### src/rtl/dasc_defines.svh
// widths, masks and counts shared by the converter control block
`ifndef DASC_DEFINES_SVH
`define DASC_DEFINES_SVH
`define DASC_RES_W      10
`define DASC_FAST_LSB   4'h2
`define DASC_MSB        4'h9
`define DASC_DATA_W     14
`define DASC_CH_W       4
`define DASC_EXT_W      2
`define DASC_NCH        16
`define DASC_CHMASK0    16'hFFFF
`define DASC_CHMASK1    16'h00FF
`define DASC_SHARED     4'h4
`define DASC_NRES       8
`define DASC_RIDX_W     3
`define DASC_QDEPTH     4
`define DASC_QPTR_W     2
`define DASC_QCNT_W     3
`define DASC_QFULL      3'h4
`define DASC_STC_W      8
`define DASC_CTC_W      4
`define DASC_ACC_W      4
`define DASC_NTRIG      8
`define DASC_TSEL_W     3
`define DASC_PRIO_W     2
`define DASC_NPIN       24
`define DASC_TRIAL_MSB  10'h200
`endif

### src/rtl/dasc_pkg.sv
// types shared by the converter control block
`include "dasc_defines.svh"
package dasc_pkg;
   typedef enum logic [1:0] {RED_NONE, RED_LIMIT, RED_ACCUM} dasc_reduce_t;
   typedef enum logic [1:0] {SRC_NONE, SRC_PAR, SRC_QUE, SRC_INS} dasc_src_t;
   typedef enum logic [1:0] {SAR_IDLE, SAR_WAKE, SAR_SAMPLE, SAR_CONV} dasc_sar_st_t;

   typedef struct packed {
      logic [`DASC_EXT_W-1:0] ext;
      logic [`DASC_CH_W-1:0]  chan;
   } dasc_req_t;

   typedef struct packed {
      logic [`DASC_DATA_W-1:0] data;
      logic [`DASC_CH_W-1:0]   chan;
   } dasc_res_t;

   typedef struct packed {
      dasc_sar_st_t           st;
      logic [`DASC_STC_W-1:0] cnt;
      logic [`DASC_CTC_W-1:0] div;
      logic [3:0]             bitn;
      logic [`DASC_RES_W-1:0] sar;
      logic [`DASC_RES_W-1:0] result;
      logic                   done;
   } dasc_sar_s_t;

   typedef struct packed {
      logic [`DASC_NCH-1:0]                par_pend;
      dasc_req_t [`DASC_QDEPTH-1:0]        q;
      logic [`DASC_QPTR_W-1:0]             q_rd;
      logic [`DASC_QPTR_W-1:0]             q_wr;
      logic [`DASC_QCNT_W-1:0]             q_cnt;
      logic                                q_run;
      logic                                ins_pend;
      dasc_req_t                           ins;
      dasc_req_t                           cur;
      dasc_src_t                           src;
      logic [`DASC_RIDX_W-1:0]             tgt;
      logic                                busy;
      logic                                start;
      logic                                wake;
      logic                                pd;
      dasc_res_t [`DASC_NRES-1:0]          res;
      logic [`DASC_NRES-1:0]               rvalid;
      logic [`DASC_RIDX_W-1:0]             wr_ptr;
      logic [`DASC_DATA_W-1:0]             acc;
      logic [`DASC_ACC_W-1:0]              acc_n;
      logic [2:0]                          trig_prev;
      logic                                xfer_req;
      logic [`DASC_RIDX_W-1:0]             xfer_idx;
      logic                                srv_req;
      dasc_res_t                           rd_data;
   } dasc_cv_t;

   typedef struct packed {
      dasc_cv_t [1:0]        cv;
      logic [`DASC_NPIN-1:0] port_in;
   } dasc_top_t;
endpackage

### src/rtl/dasc_sar.sv
// successive approximation engine: sample phase, then one bit per divided clock
`timescale 1ns/1ns
`default_nettype none
`include "dasc_defines.svh"
module dasc_sar
(
   // clock and reset
   input  wire logic                   i_ref_clk,
   input  wire logic                   i_rstn,
   // control
   input  wire logic                   i_start,
   input  wire logic                   i_wake,
   input  wire logic                   i_fast,
   input  wire logic [`DASC_STC_W-1:0] i_stc,
   input  wire logic [`DASC_CTC_W-1:0] i_ctc,
   input  wire logic                   i_bwd,
   input  wire logic                   i_mux_test,
   // analog comparator
   input  wire logic                   i_cmp,
   // outputs
   output logic [`DASC_RES_W-1:0]      o_dac,
   output logic [`DASC_RES_W-1:0]      o_result,
   output logic                        o_done,
   output logic                        o_sample,
   output logic                        o_pre,
   output logic                        o_mtest
);
   dasc_pkg::dasc_sar_s_t s;
   dasc_pkg::dasc_sar_s_t n;
   logic                  tick;
   logic [3:0]            lsb;

   always_comb
   begin
      n      = s;
      n.done = 1'b0;
      tick   = (s.div == '0);
      lsb    = i_fast ? `DASC_FAST_LSB : 4'h0;
      case (s.st)
         dasc_pkg::SAR_IDLE:
         begin
            if (i_start)
            begin
               // leaving power-down costs one settling cycle
               n.st  = i_wake ? dasc_pkg::SAR_WAKE : dasc_pkg::SAR_SAMPLE;
               n.cnt = i_stc;
               n.sar = '0;
            end
         end
         dasc_pkg::SAR_WAKE:
            n.st = dasc_pkg::SAR_SAMPLE;
         dasc_pkg::SAR_SAMPLE:
         begin
            if (s.cnt == '0)
            begin
               n.st   = dasc_pkg::SAR_CONV;
               n.bitn = `DASC_MSB;
               n.sar  = `DASC_TRIAL_MSB;
               n.div  = i_ctc;
            end
            else
               n.cnt = s.cnt - 8'h01;
         end
         dasc_pkg::SAR_CONV:
         begin
            n.div = tick ? i_ctc : s.div - 4'h1;
            if (tick)
            begin
               n.sar[s.bitn] = i_cmp;
               if (s.bitn == lsb)
               begin
                  n.st     = dasc_pkg::SAR_IDLE;
                  n.done   = 1'b1;
                  // fast mode keeps the eight upper decisions
                  n.result = i_fast ? {2'h0, n.sar[9:2]} : n.sar;
               end
               else
               begin
                  n.bitn            = s.bitn - 4'h1;
                  n.sar[s.bitn-4'h1] = 1'b1;
               end
            end
         end
         default:
            n.st = dasc_pkg::SAR_IDLE;
      endcase
   end

   always_ff @(posedge i_ref_clk)
   begin
      if (!i_rstn)
         s <= '0;
      else
         s <= n;
   end

   assign o_dac    = s.sar;
   assign o_result = s.result;
   assign o_done   = s.done;
   assign o_sample = (s.st == dasc_pkg::SAR_SAMPLE);
   // precharge only in the first sample cycle so an open input drifts visibly
   assign o_pre    = i_bwd & o_sample & (s.cnt == i_stc);
   assign o_mtest  = i_mux_test & o_sample;
endmodule
`default_nettype wire

### src/rtl/dasc_top.sv
// request sources, arbitration, result store and pins for two converters
`timescale 1ns/1ns
`default_nettype none
`include "dasc_defines.svh"
module dasc_top
(
   // clock and reset
   input  wire logic                                    i_ref_clk,
   input  wire logic                                    i_rstn,
   // configuration
   input  wire logic                                    i_sync,
   input  wire logic [1:0]                              i_fast,
   input  wire logic [1:0][`DASC_STC_W-1:0]             i_stc,
   input  wire logic [1:0][`DASC_CTC_W-1:0]             i_ctc,
   input  wire logic [1:0]                              i_apd,
   input  wire logic [1:0]                              i_fifo_en,
   input  wire logic [1:0][`DASC_NRES-1:0]              i_wfr,
   input  wire dasc_pkg::dasc_reduce_t [1:0]            i_reduce,
   input  wire logic [1:0][`DASC_RES_W-1:0]             i_lim_lo,
   input  wire logic [1:0][`DASC_RES_W-1:0]             i_lim_hi,
   input  wire logic [1:0][`DASC_ACC_W-1:0]             i_acc_cnt,
   input  wire logic [1:0][1:0]                         i_irq_en,
   input  wire logic [1:0]                              i_xfer_en,
   input  wire logic [1:0][2:0][`DASC_PRIO_W-1:0]       i_prio,
   input  wire logic [1:0][2:0][`DASC_TSEL_W-1:0]       i_trig_sel,
   input  wire logic [1:0][`DASC_NCH-1:0]               i_bwd,
   input  wire logic [1:0]                              i_mux_test,
   // requests
   input  wire logic [`DASC_NTRIG-1:0]                  i_trig,
   input  wire logic [1:0][2:0]                         i_sw_start,
   input  wire logic [1:0][`DASC_NCH-1:0]               i_par_mask,
   input  wire logic [1:0][`DASC_EXT_W-1:0]             i_par_ext,
   input  wire logic [1:0]                              i_q_push,
   input  wire dasc_pkg::dasc_req_t [1:0]               i_q_req,
   input  wire dasc_pkg::dasc_req_t [1:0]               i_ins_req,
   // result access
   input  wire logic [1:0]                              i_rd,
   input  wire logic [1:0][`DASC_RIDX_W-1:0]            i_rd_idx,
   input  wire logic [1:0]                              i_xfer_ack,
   // analog side
   input  wire logic [1:0]                              i_cmp,
   input  wire logic [`DASC_NPIN-1:0]                   i_pin,
   input  wire logic [`DASC_NPIN-1:0]                   i_dig_dis,
   // converter outputs
   output logic [1:0][`DASC_RES_W-1:0]                  o_dac,
   output logic [1:0][`DASC_CH_W-1:0]                   o_chan,
   output logic [1:0][`DASC_EXT_W-1:0]                  o_ext_mux,
   output logic [1:0]                                   o_shared,
   output logic [1:0]                                   o_sample,
   output logic [1:0]                                   o_pre,
   output logic [1:0]                                   o_mtest,
   output logic [1:0]                                   o_pd,
   output logic [1:0]                                   o_busy,
   output logic [1:0]                                   o_q_full,
   // results and events
   output dasc_pkg::dasc_res_t [1:0]                    o_rd_data,
   output logic [1:0][`DASC_NRES-1:0]                   o_rvalid,
   output logic [1:0]                                   o_xfer_req,
   output logic [1:0][`DASC_RIDX_W-1:0]                 o_xfer_idx,
   output dasc_pkg::dasc_res_t [1:0]                    o_xfer_data,
   output logic [1:0]                                   o_srv_req,
   // digital port readback
   output logic [`DASC_NPIN-1:0]                        o_port_in
);
   localparam logic [1:0][`DASC_NCH-1:0] CHM = {`DASC_CHMASK1, `DASC_CHMASK0};

   dasc_pkg::dasc_top_t           s;
   dasc_pkg::dasc_top_t           n;
   logic [1:0]                    sar_done;
   logic [1:0][`DASC_RES_W-1:0]   sar_res;

   always_comb
   begin
      logic [2:0]              trg [2];
      logic                    rdy [2];
      dasc_pkg::dasc_src_t     best [2];
      dasc_pkg::dasc_req_t     req [2];
      logic [`DASC_RIDX_W-1:0] tgt [2];
      logic [`DASC_PRIO_W-1:0] bp;
      logic [`DASC_DATA_W-1:0] r;
      logic                    keep;
      logic                    lim;
      bp   = '0;
      r    = '0;
      keep = 1'b0;
      lim  = 1'b0;
      n    = s;
      n.port_in = i_pin & ~i_dig_dis;
      for (int g = 0; g < 2; g++)
      begin
         trg[g]  = '0;
         best[g] = dasc_pkg::SRC_NONE;
         req[g]  = '0;
         for (int k = 0; k < 3; k++)
            trg[g][k] = (i_trig[i_trig_sel[g][k]] & ~s.cv[g].trig_prev[k])
                        | i_sw_start[g][k];
         if (|s.cv[g].par_pend)
         begin
            best[g] = dasc_pkg::SRC_PAR;
            bp      = i_prio[g][0];
            for (int c = `DASC_NCH - 1; c >= 0; c--)
               if (s.cv[g].par_pend[c])
                  req[g].chan = 4'(c);
            req[g].ext = i_par_ext[g];
         end
         // on equal priority later sources win: insert over queue over parallel
         if (s.cv[g].q_run && s.cv[g].q_cnt != '0 &&
             (best[g] == dasc_pkg::SRC_NONE || i_prio[g][1] >= bp))
         begin
            best[g] = dasc_pkg::SRC_QUE;
            bp      = i_prio[g][1];
            req[g]  = s.cv[g].q[s.cv[g].q_rd];
         end
         if (s.cv[g].ins_pend &&
             (best[g] == dasc_pkg::SRC_NONE || i_prio[g][2] >= bp))
         begin
            best[g] = dasc_pkg::SRC_INS;
            req[g]  = s.cv[g].ins;
         end
         tgt[g] = i_fifo_en[g] ? s.cv[g].wr_ptr : req[g].chan[`DASC_RIDX_W-1:0];
         rdy[g] = (best[g] != dasc_pkg::SRC_NONE) && !s.cv[g].busy &&
                  !(s.cv[g].rvalid[tgt[g]] && i_wfr[g][tgt[g]]);
      end

      for (int g = 0; g < 2; g++)
      begin
         n.cv[g].start    = 1'b0;
         n.cv[g].xfer_req = 1'b0;
         n.cv[g].srv_req  = 1'b0;
         for (int k = 0; k < 3; k++)
            n.cv[g].trig_prev[k] = i_trig[i_trig_sel[g][k]];
         if (trg[g][0])
            n.cv[g].par_pend = s.cv[g].par_pend | (i_par_mask[g] & CHM[g]);
         if (trg[g][1])
            n.cv[g].q_run = 1'b1;
         if (trg[g][2])
         begin
            n.cv[g].ins_pend = 1'b1;
            n.cv[g].ins      = i_ins_req[g];
         end
         if (i_q_push[g] && s.cv[g].q_cnt != `DASC_QFULL)
         begin
            n.cv[g].q[s.cv[g].q_wr] = i_q_req[g];
            n.cv[g].q_wr            = s.cv[g].q_wr + 2'h1;
            n.cv[g].q_cnt           = s.cv[g].q_cnt + 3'h1;
         end
         if (i_rd[g])
         begin
            n.cv[g].rd_data            = s.cv[g].res[i_rd_idx[g]];
            n.cv[g].rvalid[i_rd_idx[g]] = 1'b0;
         end
         if (i_xfer_ack[g])
            n.cv[g].rvalid[s.cv[g].xfer_idx] = 1'b0;

         // sync mode holds a ready converter until its partner is ready too
         if (rdy[g] && (!i_sync || rdy[1-g]))
         begin
            n.cv[g].busy  = 1'b1;
            n.cv[g].start = 1'b1;
            n.cv[g].wake  = s.cv[g].pd;
            n.cv[g].cur   = req[g];
            n.cv[g].src   = best[g];
            n.cv[g].tgt   = tgt[g];
         end

         if (sar_done[g])
         begin
            n.cv[g].busy = 1'b0;
            // entries leave their source only once converted
            case (s.cv[g].src)
               dasc_pkg::SRC_PAR:
                  n.cv[g].par_pend[s.cv[g].cur.chan] = 1'b0;
               dasc_pkg::SRC_QUE:
               begin
                  n.cv[g].q_rd  = s.cv[g].q_rd + 2'h1;
                  n.cv[g].q_cnt = n.cv[g].q_cnt - 3'h1;
                  if (n.cv[g].q_cnt == '0 && !trg[g][1])
                     n.cv[g].q_run = 1'b0;
               end
               // a fresh insert trigger in the finishing cycle must not be lost
               dasc_pkg::SRC_INS:
                  n.cv[g].ins_pend = trg[g][2];
               default:
                  n.cv[g].busy = 1'b0;
            endcase
            r   = `DASC_DATA_W'(sar_res[g]);
            lim = (sar_res[g] < i_lim_lo[g]) || (sar_res[g] > i_lim_hi[g]);
            case (i_reduce[g])
               dasc_pkg::RED_LIMIT:
                  keep = lim;
               dasc_pkg::RED_ACCUM:
               begin
                  r    = s.cv[g].acc + r;
                  keep = (s.cv[g].acc_n + 4'h1 >= i_acc_cnt[g]);
                  n.cv[g].acc   = keep ? '0 : r;
                  n.cv[g].acc_n = keep ? '0 : s.cv[g].acc_n + 4'h1;
               end
               default:
                  keep = 1'b1;
            endcase
            if (keep)
            begin
               // a new result beats a same-cycle read of that register
               n.cv[g].res[s.cv[g].tgt].data = r;
               n.cv[g].res[s.cv[g].tgt].chan = s.cv[g].cur.chan;
               n.cv[g].rvalid[s.cv[g].tgt]   = 1'b1;
               if (i_fifo_en[g])
                  n.cv[g].wr_ptr = s.cv[g].wr_ptr + 3'h1;
               n.cv[g].xfer_req = i_xfer_en[g];
               n.cv[g].xfer_idx = s.cv[g].tgt;
            end
            n.cv[g].srv_req = (i_irq_en[g][0] & keep) |
                              (i_irq_en[g][1] & lim & (i_reduce[g] == dasc_pkg::RED_LIMIT));
         end
         n.cv[g].pd = i_apd[g] && !n.cv[g].busy && (best[g] == dasc_pkg::SRC_NONE) &&
                      !n.cv[g].start;
      end
   end

   always_ff @(posedge i_ref_clk)
   begin
      if (!i_rstn)
         s <= '0;
      else
         s <= n;
   end

   for (genvar g = 0; g < 2; g++)
   begin : g_cv
      dasc_sar u_sar
      (
         .i_ref_clk  (i_ref_clk),
         .i_rstn     (i_rstn),
         .i_start    (s.cv[g].start),
         .i_wake     (s.cv[g].wake),
         .i_fast     (i_fast[g]),
         .i_stc      (i_stc[g]),
         .i_ctc      (i_ctc[g]),
         .i_bwd      (i_bwd[g][s.cv[g].cur.chan]),
         .i_mux_test (i_mux_test[g]),
         .i_cmp      (i_cmp[g]),
         .o_dac      (o_dac[g]),
         .o_result   (sar_res[g]),
         .o_done     (sar_done[g]),
         .o_sample   (o_sample[g]),
         .o_pre      (o_pre[g]),
         .o_mtest    (o_mtest[g])
      );
      assign o_chan[g]      = s.cv[g].cur.chan;
      assign o_ext_mux[g]   = s.cv[g].cur.ext;
      assign o_shared[g]    = s.cv[g].busy && (s.cv[g].cur.chan < `DASC_SHARED);
      assign o_pd[g]        = s.cv[g].pd;
      assign o_busy[g]      = s.cv[g].busy;
      assign o_q_full[g]    = (s.cv[g].q_cnt == `DASC_QFULL);
      assign o_rd_data[g]   = s.cv[g].rd_data;
      assign o_rvalid[g]    = s.cv[g].rvalid;
      assign o_xfer_req[g]  = s.cv[g].xfer_req;
      assign o_xfer_idx[g]  = s.cv[g].xfer_idx;
      assign o_xfer_data[g] = s.cv[g].res[s.cv[g].xfer_idx];
      assign o_srv_req[g]   = s.cv[g].srv_req;
   end
   assign o_port_in = s.port_in;
endmodule
`default_nettype wire

### config.mk
export PLATFORM = sky130hd
export DESIGN_NAME = dasc_top
export DESIGN_NICKNAME = d
export VERILOG_FILES = /design/src/rtl/dasc_pkg.sv /design/src/rtl/dasc_sar.sv /design/src/rtl/dasc_top.sv
export VERILOG_INCLUDE_DIRS = /design/src /design/src/rtl
export SDC_FILE = /design/constraint.sdc
export NUM_CORES = 2
export LEC_CHECK = 0
export BUFFER_PORTS_ARGS = -buffer_cell sky130_fd_sc_hd__buf_4
export CORE_ASPECT_RATIO = 0.7
export CORE_MARGIN = 8
export CORE_UTILIZATION = 59
export DETAILED_ROUTE_END_ITERATION = 16
export PLACE_DENSITY = 0.87
export SLEW_MARGIN = 25
export SYNTH_ARGS = -nofsm -noshare
export SYNTH_HDL_FRONTEND = slang
export SYNTH_SLANG_ARGS = --single-unit
### constraint.sdc
create_clock -name i_ref_clk -period 8.6 [get_ports i_ref_clk]
set_clock_uncertainty 0.2 [all_clocks]
set_input_delay 1.72 -clock i_ref_clk [delete_from_list [all_inputs] [get_ports i_ref_clk]]
set_output_delay 1.72 -clock i_ref_clk [all_outputs]
set_load 0.02 [all_outputs]
==> results.cfg <==
[synth]
yosysMostFrequentCell = dfxtp_1
synth_common_cells = 640 x dfxtp_1, 428 x nand2_1, 289 x nor2_1
syn_nets = 4234
synth_top_area_frac = 0.366
synth.area.top_cells = dfxtp_1 37%, mux4_2 11%, mux2i_1 8.0%
yosysUniqueCellTypes = 83
yosysWarnings = 0
synth-main-ff-cell = dfxtp_1
ys_seq_area_frac = 0.366
yosysTopAreaCell = dfxtp_1
syn_area_per_cell_um2 = 9.20
synth_cells = 3799
synth-seq-cells = 640
synthArstFlopShare = 0
synth_edf_count = 0
syn_area_um2 = 35000

[global_route]
grt_max_degree = 150
grt_pass1_wl_um = 159000
grt_overflow = 0
antenna_found_initial = 5
grt_use_total = 0.287
grt_pass1_vias = 29300

[critical_path]
r2r-end = s[230]$_SDFFE_PN0P_
slowest_delay_ns = 0.65
end_kind = register
cp_slowest_cell = or4_4
start_kind = register
reg2regPathDepth = 28
worst-path-max-fanout = 11
required_ns = 8.91
worstPathArrival_ns = 8.44
worstSetupPathType = reg -> reg
r2r-start = s[280]$_SDFF_PN0_
cp_common_cell = nand2_1
worst-r2r-setup-slack_ns = 0.47

[timing]
hold_viol = 0
slew_headroom = 0.269
slew_viol_final = 0
min_period_over_period = 0.946
worst_pin_slew_ns = 1.10
fin_tns_setup_ns = 0
max_freq_ghz = 0.123
finalSetupViolCount = 0
rsz0062_at_grt = false
period_minus_slack_ns = 8.13

[pwr]
p_leak_uw = 0.0159
p_total_uw = 7830
power.density_nw_per_um2 = 196
peakVddDrop_mv = 0.192

[route]
drt_wl_total_um = 102000
wire_per_inst_um = 21.2
routed_via_density = 6.19
first_pass_iters = 5
drc = 0
vias = 29900
drtIter0Drc = 3016
detail-route-antenna-nets = 0

[clock_tree]
numCtsBuffers = 59
clockBufferDepth = 3
post_cts_buffers = 0
cts_tree = built
cts-root-buf = clkbuf_16
clk_pin_slew_ns = 0.07
insertion_delay_ns = 0.62
cts.sinks = 640
htreeDepth = 2

[status]
outcome = finished clean

[worst_hold_path]
hp-start = s[259]$_SDFFE_PN0P_
hold_class = reg -> reg
holdPathStages = 2
hold_end = s[259]$_SDFFE_PN0P_

[final_layout]
drive_gt1_frac = 0.225
fillers = 4437
instances_no_fill = 4821
nNetsFinal = 4407
stdcell_area_um2 = 39900
area_growth_pct = 14.1

[placement]
portBuffers = 466
place_congestion = 0.936
place.detailed.instances = 4709
detailed_place_hpwl_um = 70500
placed_area_um2 = 37800

[run]
cap_viol_max_count = 0

[floorplanning]
rows = 74
core-area_um2 = 58400
start_util = 0.598
die_x_um = 307
die_y_um = 220
ios = 475
die_area_um2 = 67400
==> per-stage QoR <==
stage | utilization | setup WS [ns] | hold WS, ns
6_report | 0.683 | 0.467 | 0.254
3_3_place_gp | 0.647 | 0.380 | 0.241
3_5_place_dp | 0.648 | 0.223 | 0.245
5_1_grt | 0.683 | 0.0855 | 0.268
2_1_floorplan | - | 1.25 | 0.233
4_1_cts | 0.682 | 0.333 | 0.254
==> flip-flops by register name (all words and copies together) (netlist names), 4 cells and up <==
register	cells
g_cv.u_sar.s	36
o_chan	8
o_ext_mux	4
g_cv.u_sar.o_dac	20
o_xfer_idx	6
o_rvalid	16
o_port_in	24
s	460
g_cv.u_sar.o_result	20
o_rd_data	36
==> how the worst max path moves through the flow <==
stage,startpoint,endpoint,slack [ns],depth (start not counted)
final,s[280]$_SDFF_PN0_,s[230]$_SDFFE_PN0P_,0.47,28
after global routing,s[280]$_SDFF_PN0_,s[230]$_SDFFE_PN0P_,0.09,28
after CTS,s[280]$_SDFF_PN0_,s[498]$_SDFFE_PN0P_,0.33,28
after detailed placement,i_prio[0],s[231]$_SDFFE_PN0P_,0.22,27
after global placement,i_prio[0],s[231]$_SDFFE_PN0P_,0.38,27
after floorplan,i_prio[0],o_chan[4]$_SDFFE_PN0P_,1.25,25
==> cells in the final DEF, fill, tap and decap left out, types with 16 or more instances in the layout <==
cell type    n
clkinv_2    17
clkbuf_16   60
buf_4      496
xnor2_1     46
a31oi_1     19
nor2b_1     36
nand3_1    253
mux2_2      57
nor3_1      38
o21bai_1    16
mux4_2     178
nand2_1    428
and2_1      17
o21ai_0    195
inv_1      115
o21a_1      17
or3_1       16
ha_1       126
mux2i_1    279
dfxtp_1    636
a21o_1      33
a21oi_1    242
xor2_1      21
nor2_1     289
nand2b_1    29
nor3b_1     28
a211oi_1    79
==> worst max-delay path: cells and delay by family, from the launching register on <==
kind / cells / cell delay, ns
adder cells (fa/ha/maj): 3 / 0.75
AO/OA/AOI/OAI: 11 / 3.41
AND/OR/NAND/NOR: 11 / 2.46
flip-flops: 1 / 0.34
buffers and inverters: 1 / 0.19
multiplexers: 2 / 0.64
==> layout make-up <==
| cell class | count | area (um^2) | area share |
|---|---|---|---|
| multi-input cells | 2658 | 19800 | 0.498 |
| well taps | 798 | 998 | 0.0250 |
| inverters | 116 | 443 | 0.0111 |
| diodes | 1 | 2.50 | 0.0000627 |
| repair buffers | 497 | 3740 | 0.0937 |
| clock inverters | 29 | 322 | 0.00806 |
| clock buffers | 82 | 1710 | 0.0430 |
| flip-flops and latches | 640 | 12800 | 0.321 |
==> report_power, final <==
group	leakage (uW)	switching (uW)	internal (uW)
combinational	0.00970	1060	686
sequential	0.00519	191	3110
clock	0.00101	1210	1570
total	0.0159	2460	5370
==> what timing repair did <==
item	4_1_cts	5_1_grt
endpoints found under the setup margin	0	24
endpoints found under the hold margin	0	0
hold buffers	0	0
resized for setup	0	4
==> per-layer routing <==
layer / vias up / routed length [um] / GRT usage
met2: 1430 / 47700 / 0.476
met3: 255 / 9160 / 0.0600
li1: 13800 / - / -
met5: - / 43 / 0
met1: 14300 / 40900 / 0.366
met4: 6 / 4270 / 0.118
==> logic make-up (layout without fill, tap and decap cells) <==
| kind of cell | Yosys count | after routing | share of synthesized area |
|---|---|---|---|
| DFF | 640 | 640 | 0.366 |
| buffers and inverters | 501 | 724 | 0.0680 |
| muxes | 516 | 516 | 0.214 |
| AOI/OAI and AO/OA | 725 | 725 | 0.128 |
| other | 0 | 1 | 0 |
| xor gates and xnor gates | 67 | 67 | 0.0168 |
| adders and majority gates | 128 | 128 | 0.0462 |
| and+or+nand+nor | 1222 | 1222 | 0.161 |
No activity file was read; power rests on OpenSTA's default activity.
